**src/hw/supply_pkg.sv**
```systemverilog
// Constants and types for the supply control supervisor
package supply_pkg;
    typedef enum logic [2:0] {
        MODE_NORMAL_REQUEST,
        MODE_NORMAL,
        MODE_STANDBY,
        MODE_SLEEP,
        MODE_EMERGENCY
    } op_mode_t;
    localparam int RESET_TIME_NS = 1000000;
    localparam int CLOCK_PERIOD_NS = 5;
    localparam int RESET_CYCLES = (RESET_TIME_NS + CLOCK_PERIOD_NS - 1) / CLOCK_PERIOD_NS;
    localparam int CMP_COUNT = 9;
    localparam int CMP_MAIN_UV = 0;
    localparam int CMP_MAIN_WARN = 1;
    localparam int CMP_MAIN_SHUT = 2;
    localparam int CMP_AUX_UV = 3;
    localparam int CMP_AUX_WARN = 4;
    localparam int CMP_AUX_SHUT = 5;
    localparam int CMP_SW_HOT = 6;
    localparam int CMP_BAT_LOW = 7;
    localparam int CMP_BAT_HIGH = 8;
    localparam int FLAG_COUNT = 8;
    localparam int FLAG_MAIN_WARN = 0;
    localparam int FLAG_MAIN_SHUT = 1;
    localparam int FLAG_AUX_WARN = 2;
    localparam int FLAG_AUX_SHUT = 3;
    localparam int FLAG_AUX_UV = 4;
    localparam int FLAG_SW_HOT = 5;
    localparam int FLAG_BAT_LOW = 6;
    localparam int FLAG_BAT_HIGH = 7;
    localparam logic [7:0] FLAGS_RESET = 8'h00;
    localparam logic [7:0] MASK_RESET = 8'h00;
endpackage

```
**src/hw/supply_if.sv**
```systemverilog
// Interface carrying synchronised comparator levels
`timescale 1ns/1ps
interface supply_if;
    import supply_pkg::*;
    logic [CMP_COUNT-1:0] level;
    modport src (output level);
    modport dst (input level);
endinterface

```
**src/hw/supply_control_supervisor.sv**
```systemverilog
// Regulator and switch enables, reset, status flags and interrupt
`timescale 1ns/1ps
module supply_control_supervisor
    import supply_pkg::*;
#(
    parameter int PULSE_CYCLES = RESET_CYCLES
)
(
    // Clock and reset
    input wire logic clock_in,
    input wire logic rst_in,
    input wire logic enable_in,
    // Mode and configuration
    input wire op_mode_t mode_in,
    input wire logic battery_present_in,
    input wire logic sw_normal_on_in,
    input wire logic sw_standby_on_in,
    input wire logic sw_sleep_cyclic_in,
    input wire logic cyclic_window_in,
    input wire logic aux_restart_in,
    input wire logic [FLAG_COUNT-1:0] irq_mask_in,
    // Status read strobes
    input wire logic reset_status_read_in,
    input wire logic overtemp_status_read_in,
    input wire logic supply_status_read_in,
    // Analog comparators
    input wire logic [CMP_COUNT-1:0] cmp_raw_in,
    // Enables and reset
    output logic main_regulator_en_out,
    output logic aux_regulator_en_out,
    output logic battery_switch_en_out,
    output logic mcu_reset_out_n,
    // Status
    output logic reset_status_reg_out,
    output logic [3:0] overtemp_status_reg_out,
    output logic [3:0] supply_status_reg_out,
    output logic irq_out
);
    supply_if cmp ();
    logic [CMP_COUNT-1:0] lvl;
    logic [CMP_COUNT-1:0] lvl_prev_r;
    logic [CMP_COUNT-1:0] rise;
    logic reset_active;
    logic reset_flag_r;
    logic [FLAG_COUNT-1:0] flags_r;
    logic [FLAG_COUNT-1:0] flag_set;
    logic [FLAG_COUNT-1:0] flag_clr;
    logic main_hot_r;
    logic aux_off_r;
    logic main_en;
    logic aux_en;
    logic sw_en;
    logic reset_active_prev_r;

    cmp_sync u_sync (
        .clock_in(clock_in),
        .rst_in(rst_in),
        .enable_in(enable_in),
        .raw_in(cmp_raw_in),
        .sync_out(cmp)
    );
    assign lvl = cmp.level;

    reset_pulse #(.PULSE_CYCLES(PULSE_CYCLES)) u_pulse (
        .clock_in(clock_in),
        .rst_in(rst_in),
        .enable_in(enable_in),
        .trigger_in(lvl[CMP_MAIN_UV]),
        .active_out(reset_active)
    );

    always_ff @(posedge clock_in or posedge rst_in)
    begin
        if (rst_in)
            lvl_prev_r <= '0;
        else if (enable_in)
            lvl_prev_r <= lvl;
    end
    assign rise = lvl & ~lvl_prev_r;

    // Event map onto sticky flags
    always_comb
    begin
        flag_set = '0;
        flag_set[FLAG_MAIN_WARN] = rise[CMP_MAIN_WARN];
        flag_set[FLAG_MAIN_SHUT] = rise[CMP_MAIN_SHUT];
        flag_set[FLAG_AUX_WARN] = rise[CMP_AUX_WARN];
        flag_set[FLAG_AUX_SHUT] = rise[CMP_AUX_SHUT];
        flag_set[FLAG_AUX_UV] = rise[CMP_AUX_UV];
        flag_set[FLAG_SW_HOT] = rise[CMP_SW_HOT];
        flag_set[FLAG_BAT_LOW] = rise[CMP_BAT_LOW];
        flag_set[FLAG_BAT_HIGH] = rise[CMP_BAT_HIGH];
    end

    always_comb
    begin
        flag_clr = '0;
        flag_clr[FLAG_MAIN_WARN] = overtemp_status_read_in;
        flag_clr[FLAG_MAIN_SHUT] = overtemp_status_read_in;
        flag_clr[FLAG_AUX_WARN] = overtemp_status_read_in;
        flag_clr[FLAG_AUX_SHUT] = overtemp_status_read_in;
        flag_clr[FLAG_AUX_UV] = supply_status_read_in;
        flag_clr[FLAG_SW_HOT] = supply_status_read_in;
        flag_clr[FLAG_BAT_LOW] = supply_status_read_in;
        flag_clr[FLAG_BAT_HIGH] = supply_status_read_in;
    end

    // Set beats clear so an event in the read cycle survives
    genvar gi;
    generate
        for (gi = 0; gi < FLAG_COUNT; gi++)
        begin : g_flag
            always_ff @(posedge clock_in or posedge rst_in)
            begin
                if (rst_in)
                    flags_r[gi] <= FLAGS_RESET[gi];
                else if (enable_in)
                begin
                    if (flag_set[gi])
                        flags_r[gi] <= 1'b1;
                    else if (flag_clr[gi])
                        flags_r[gi] <= 1'b0;
                end
            end
        end
    endgenerate

    always_ff @(posedge clock_in or posedge rst_in)
    begin
        if (rst_in)
            reset_active_prev_r <= 1'b0;
        else if (enable_in)
            reset_active_prev_r <= reset_active;
    end

    // Reset cause flag, set on each undervoltage reset
    always_ff @(posedge clock_in or posedge rst_in)
    begin
        if (rst_in)
            reset_flag_r <= 1'b0;
        else if (enable_in)
        begin
            if (rise[CMP_MAIN_UV])
                reset_flag_r <= 1'b1;
            else if (reset_status_read_in)
                reset_flag_r <= 1'b0;
        end
    end

    // Main thermal latch: off at shut-off, back once under pre-warning
    always_ff @(posedge clock_in or posedge rst_in)
    begin
        if (rst_in)
            main_hot_r <= 1'b0;
        else if (enable_in)
        begin
            if (lvl[CMP_MAIN_SHUT])
                main_hot_r <= 1'b1;
            else if (!lvl[CMP_MAIN_WARN])
                main_hot_r <= 1'b0;
        end
    end

    // Aux latch holds off until host restarts it
    always_ff @(posedge clock_in or posedge rst_in)
    begin
        if (rst_in)
            aux_off_r <= 1'b0;
        else if (enable_in)
        begin
            if (lvl[CMP_AUX_SHUT])
                aux_off_r <= 1'b1;
            else if (aux_restart_in)
                aux_off_r <= 1'b0;
        end
    end

    always_comb
    begin
        main_en = 1'b0;
        unique case (mode_in)
            MODE_NORMAL_REQUEST, MODE_NORMAL, MODE_STANDBY: main_en = 1'b1;
            MODE_SLEEP, MODE_EMERGENCY: main_en = reset_active;
            default: main_en = 1'b0;
        endcase
        // Emergency and sleep stay off even during reset
        if (mode_in == MODE_SLEEP || mode_in == MODE_EMERGENCY)
            main_en = 1'b0;
        if (main_hot_r || lvl[CMP_MAIN_SHUT] || !battery_present_in)
            main_en = 1'b0;
    end

    assign aux_en = (mode_in == MODE_NORMAL) && !aux_off_r
        && !lvl[CMP_AUX_SHUT] && main_en;

    always_comb
    begin
        sw_en = 1'b0;
        unique case (mode_in)
            MODE_NORMAL: sw_en = sw_normal_on_in;
            MODE_STANDBY: sw_en = sw_standby_on_in;
            MODE_SLEEP: sw_en = sw_sleep_cyclic_in && cyclic_window_in;
            MODE_NORMAL_REQUEST, MODE_EMERGENCY: sw_en = 1'b0;
            default: sw_en = 1'b0;
        endcase
        // Thermal and upstream faults override configuration
        if (lvl[CMP_SW_HOT] || aux_off_r || lvl[CMP_AUX_SHUT] || !main_en)
            sw_en = 1'b0;
    end

    // Enables registered for glitch-free pins
    always_ff @(posedge clock_in or posedge rst_in)
    begin
        if (rst_in)
        begin
            main_regulator_en_out <= 1'b0;
            aux_regulator_en_out <= 1'b0;
            battery_switch_en_out <= 1'b0;
            mcu_reset_out_n <= 1'b0;
        end
        else if (enable_in)
        begin
            main_regulator_en_out <= main_en;
            aux_regulator_en_out <= aux_en;
            battery_switch_en_out <= sw_en;
            mcu_reset_out_n <= !reset_active;
        end
    end

    always_ff @(posedge clock_in or posedge rst_in)
    begin
        if (rst_in)
            irq_out <= 1'b0;
        else if (enable_in)
            irq_out <= |(flags_r & irq_mask_in);
    end

    assign reset_status_reg_out = reset_flag_r;
    assign overtemp_status_reg_out = flags_r[FLAG_AUX_SHUT:FLAG_MAIN_WARN];
    assign supply_status_reg_out = flags_r[FLAG_BAT_HIGH:FLAG_AUX_UV];
endmodule // supply_control_supervisor

```
**src/hw/cmp_sync.sv**
```systemverilog
// Two-flop synchroniser for analog comparator outputs
`timescale 1ns/1ps
module cmp_sync
    import supply_pkg::*;
(
    // Clock and reset
    input wire logic clock_in,
    input wire logic rst_in,
    input wire logic enable_in,
    // Raw comparators
    input wire logic [CMP_COUNT-1:0] raw_in,
    // Synchronised
    supply_if.src sync_out
);
    logic [CMP_COUNT-1:0] meta_r;
    logic [CMP_COUNT-1:0] stable_r;

    // Only stable_r reads meta_r
    always_ff @(posedge clock_in or posedge rst_in)
    begin
        if (rst_in)
        begin
            meta_r <= '0;
            stable_r <= '0;
        end
        else if (enable_in)
        begin
            meta_r <= raw_in;
            stable_r <= meta_r;
        end
    end
    assign sync_out.level = stable_r;
endmodule // cmp_sync

```
**src/hw/reset_pulse.sv**
```systemverilog
// Reset pulse generator, held with its trigger and then a fixed length after it
`timescale 1ns/1ps
module reset_pulse
    import supply_pkg::*;
#(
    parameter int PULSE_CYCLES = RESET_CYCLES
)
(
    // Clock and reset
    input wire logic clock_in,
    input wire logic rst_in,
    input wire logic enable_in,
    // Trigger and pulse
    input wire logic trigger_in,
    output logic active_out
);
    localparam int CW = $clog2(PULSE_CYCLES + 1);
    logic [CW-1:0] count_r;

    // Held while trigger present, then full pulse length after it leaves
    always_ff @(posedge clock_in or posedge rst_in)
    begin
        if (rst_in)
            count_r <= CW'(PULSE_CYCLES);
        else if (enable_in)
        begin
            if (trigger_in)
                count_r <= CW'(PULSE_CYCLES);
            else if (count_r != '0)
                count_r <= count_r - CW'(1);
        end
    end
    assign active_out = (count_r != '0) || trigger_in;
endmodule // reset_pulse

```
**config.mk**
```make
export PLATFORM = sky130hd
export DESIGN_NAME = supply_control_supervisor
export DESIGN_NICKNAME = d
export VERILOG_FILES = /design/src/hw/supply_pkg.sv /design/src/hw/supply_if.sv /design/src/hw/supply_control_supervisor.sv /design/src/hw/cmp_sync.sv /design/src/hw/reset_pulse.sv
export SDC_FILE = /design/constraint.sdc
export NUM_CORES = 1
export LEC_CHECK = 0
export ABC_AREA = 0
export BUFFER_PORTS_ARGS = -buffer_cell sky130_fd_sc_hd__clkbuf_2
export CAP_MARGIN = 40
export CORE_UTILIZATION = 56
export CTS_BUF_LIST = sky130_fd_sc_hd__clkbuf_16
export DETAILED_ROUTE_END_ITERATION = 6
export GPL_ROUTABILITY_DRIVEN = 0
export HOLD_SLACK_MARGIN = 0.15
export PLACE_DENSITY = 0.79
export SYNTH_ARGS = -nofsm -noshare
export SYNTH_HDL_FRONTEND = slang
export SYNTH_SLANG_ARGS = --single-unit
export TNS_END_PERCENT = 1
```
**constraint.sdc**
```tcl
create_clock -name clock_in -period 2.45 [get_ports clock_in]
set_clock_uncertainty 0.1 [all_clocks]
set_input_delay 0.245 -clock clock_in [delete_from_list [all_inputs] [get_ports clock_in]]
set_output_delay 0.245 -clock clock_in [all_outputs]
set_load 0.02 [all_outputs]
```
==> results_dict.tcl <==
set metrics [dict create \
    status "finished, final reports clean" \
    die_h_um 73.6 \
    yosysMostFrequentCell "dfrtp_1" \
    cts_setup_buffers 0 \
    grt_pass1_vias 2475 \
    fmaxAchievable_mhz 437 \
    cp.required_ns 2.61 \
    ir_drop_v 0.000790 \
    dp_hpwl_um 4090 \
    route.detailed.drc 0 \
    overflow 0 \
    worstPathArrival_ns 2.44 \
    slowest_delay_ns 0.42 \
    nFillCells 317 \
    finalSetupTns_ns 0 \
    cts_sinks 61 \
    period_share_pct 93.4 \
    rsz0062_at_grt "false" \
    diodes 0 \
    crit_family "simple AND/OR/NAND/NOR gates" \
    initial_core_util_pct 59.6 \
    viasPerCell 5.93 \
    antenna_found_initial 0 \
    cts_resized 0 \
    ys_ff_latch 61 \
    critPathKind "register to register" \
    cts-buffers-inserted 9 \
    yosys-top-cells-count "55 x dfrtp_1, 31 x nand2_1, 25 x o21ai_0" \
    cts_tree "yes" \
    pin_count 46 \
    netlist.area_leader.share_pct 47.9 \
    p_leak_nw 1.67 \
    clock_latency_ns 0.32 \
    first_pass_iters 4 \
    critPathSlowestCell "dfrtp_1" \
    wl_per_cell_um 16.9 \
    synth.distinct_cells 52 \
    grt_usage_pct 29.7 \
    grt_pass1_wl_um 11800 \
    totalWireLength_um 6900 \
    end_kind "register" \
    ys_seq_area_share_pct 53.4 \
    netlist_area_um2 2870 \
    yosys.area.top_type "dfrtp_1" \
    cts_buffer_depth 2 \
    async_reset_ff_share_pct 100 \
    netlist_instances 274 \
    path_max_fanout 7 \
    whs_ns 0.171 \
    min_path_type "input port to register" \
    synth_area_leaders "dfrtp_1 48%, mux2_2 7.4%, dfstp_2 5.5%" \
    tightest_slew_ns 0.557 \
    syn_nets 308 \
    dpl_cell_area_um2 3150 \
    power_density_nw_per_um2 1000 \
    cts_root_buffer "clkbuf_16" \
    synth_edf_count 0 \
    yosysWarnings 0 \
    coreArea_um2 4820 \
    areaGrowthSynthToFinish_pct 26.4 \
    num_vias 2419 \
    die_area_um2 5420 \
    clk_pin_slew_worst_paths_ns 0.05 \
    post-route-min-period_ns 2.29 \
    die_w_um 73.6 \
    synth_ff_type "dfrtp_1" \
    finalMaxSlewViolations 0 \
    cp_cell_sequence "inv_1 -> ha_1 -> nor4b_1 -> nand4_1 -> buf_4 -> a311oi_1 -> a311o_1" \
    drtIter0Drc 227 \
    grt_start_max_net_pins 46 \
    finalSetupViolations 0 \
    maxCapViolations 0 \
    h-tree-depth 3 \
    crit_path_start_kind "register" \
    num_rows 25 \
    final_area_um2 3630 \
    slew_headroom_pct 62.8 \
    io_buffers 43 \
    finalHoldViolCount 0 \
    synth.avg_cell_area_um2 10.5 \
    drive_gt1_share_pct 29.3 \
    critPathBufInv 2 \
    fin_nets 370 \
    ant_nets 0 \
]
final cells by class:
class | count | area (um^2) | share of cell area (%)
inverters | 22 | 82.6 | 2.27
clock buffers | 9 | 225 | 6.20
flip-flops and latches | 61 | 1530 | 42.2
repair buffers | 63 | 413 | 11.4
clock inverters | 7 | 114 | 3.13
well taps | 67 | 83.8 | 2.31
multi-input cells | 179 | 1180 | 32.5
state kept, by name (all words and copies together) (netlist names), 4 cells and up:
name and count:
u_sync.sync_out.level 9, overtemp_status_reg_out 4, lvl_prev_r 9, u_pulse.count_r 18, supply_status_reg_out 4, u_sync.meta_r 9
layer usage:
metal  track usage, %  wire length, um
met4             15.6              278
met5                0                0
met1             36.8             2830
met3             9.05              326
met2             47.0             3470
per-stage QoR:
stage	cells	total power, W	util, %	setup slack (ns)
6_report	408	0.00364	75.4	0.162
5_1_grt	408	0.00382	75.4	0.0239
4_1_cts	408	0.00362	75.4	0.202
3_5_place_dp	378	0.00217	65.5	0.221
3_3_place_gp	378	0.00213	65.5	0.303
2_1_floorplan	274	0.00195	-	0.489
power breakdown:
| part | internal (W) | leakage (nW) | switching [W] |
|---|---|---|---|
| clock | 0.000987 | 0.159 | 0.000445 |
| combinational | 0.000336 | 0.774 | 0.000428 |
| sequential | 0.00123 | 0.738 | 0.000213 |
logic make-up (layout without fill, tap and decap cells):
group                    Yosys count  in the layout  share of synthesized area [%]
adder cells (fa/ha/maj)            2              2                          0.871
AO/OA/AOI/OAI                     65             65                           15.6
multiplexers                      19             19                           7.45
flip-flops                        61             61                           53.4
AND/OR/NAND/NOR                   93             93                           17.2
buffers and inverters             34            101                           5.53
cells in the final DEF, fill, tap and decap left out, types with 2 or more instances in the layout:
cell type and count:
a41o_1 3, buf_4 5, or3_1 5, a32o_1 2, mux2_2 19, bufinv_16 3, a311oi_1 3, or4_1 2
a221oi_1 2, nor3b_1 2, dlygate4sd3_1 14, nor3_1 10, o211ai_1 2, a31oi_1 5, dfrtp_1 55, or2_2 2
clkinvlp_4 2, nand2_1 31, inv_1 21, clkbuf_16 9, a21o_1 3, o31ai_1 2, o21ai_0 25, nand3_1 2
nand4_1 4, o32ai_1 2, a21oi_1 4, nor4b_1 2, a22o_1 3, and2_1 2, nor4_1 2, a311o_1 2
dfstp_2 6, o2111ai_1 2, clkbuf_2 43, nor2_1 17, ha_1 2
worst paths after layout:
kind | depth (start not counted) | from | slack, ns | to
min | 3 | mode_in[0] | 0.17 | aux_regulator_en_out$_DFFE_PP0P_
min reg2reg | 1 | lvl_prev_r[5]$_DFFE_PP0P_ | 0.36 | overtemp_status_reg_out[3]$_DFFE_PP0P_
max reg2reg | 7 | u_pulse.count_r[1]$_DFFE_PP0P_ | 0.16 | u_pulse.count_r[7]$_DFFE_PP0P_
min in group asynchronous | 3 | rst_in | 0.40 | u_sync.sync_out.level[5]$_DFFE_PP0P_
max in group asynchronous | 4 | rst_in | 1.21 | u_pulse.count_r[8]$_DFFE_PP1P_
max | 7 | u_pulse.count_r[1]$_DFFE_PP0P_ | 0.16 | u_pulse.count_r[7]$_DFFE_PP0P_
tightest hold or removal path: stages:
cell and delay, ns:
clkbuf_2 0.10, inv_1 0.10, o32ai_1 0.10
repair_timing:
| action | 4_1_cts | 5_1_grt |
|---|---|---|
| hold endpoints to repair | 33 | 0 |
| hold buffers | 14 | 0 |
| setup endpoints to repair | 0 | 0 |
Note: power is estimated with default switching activity, not from simulation.
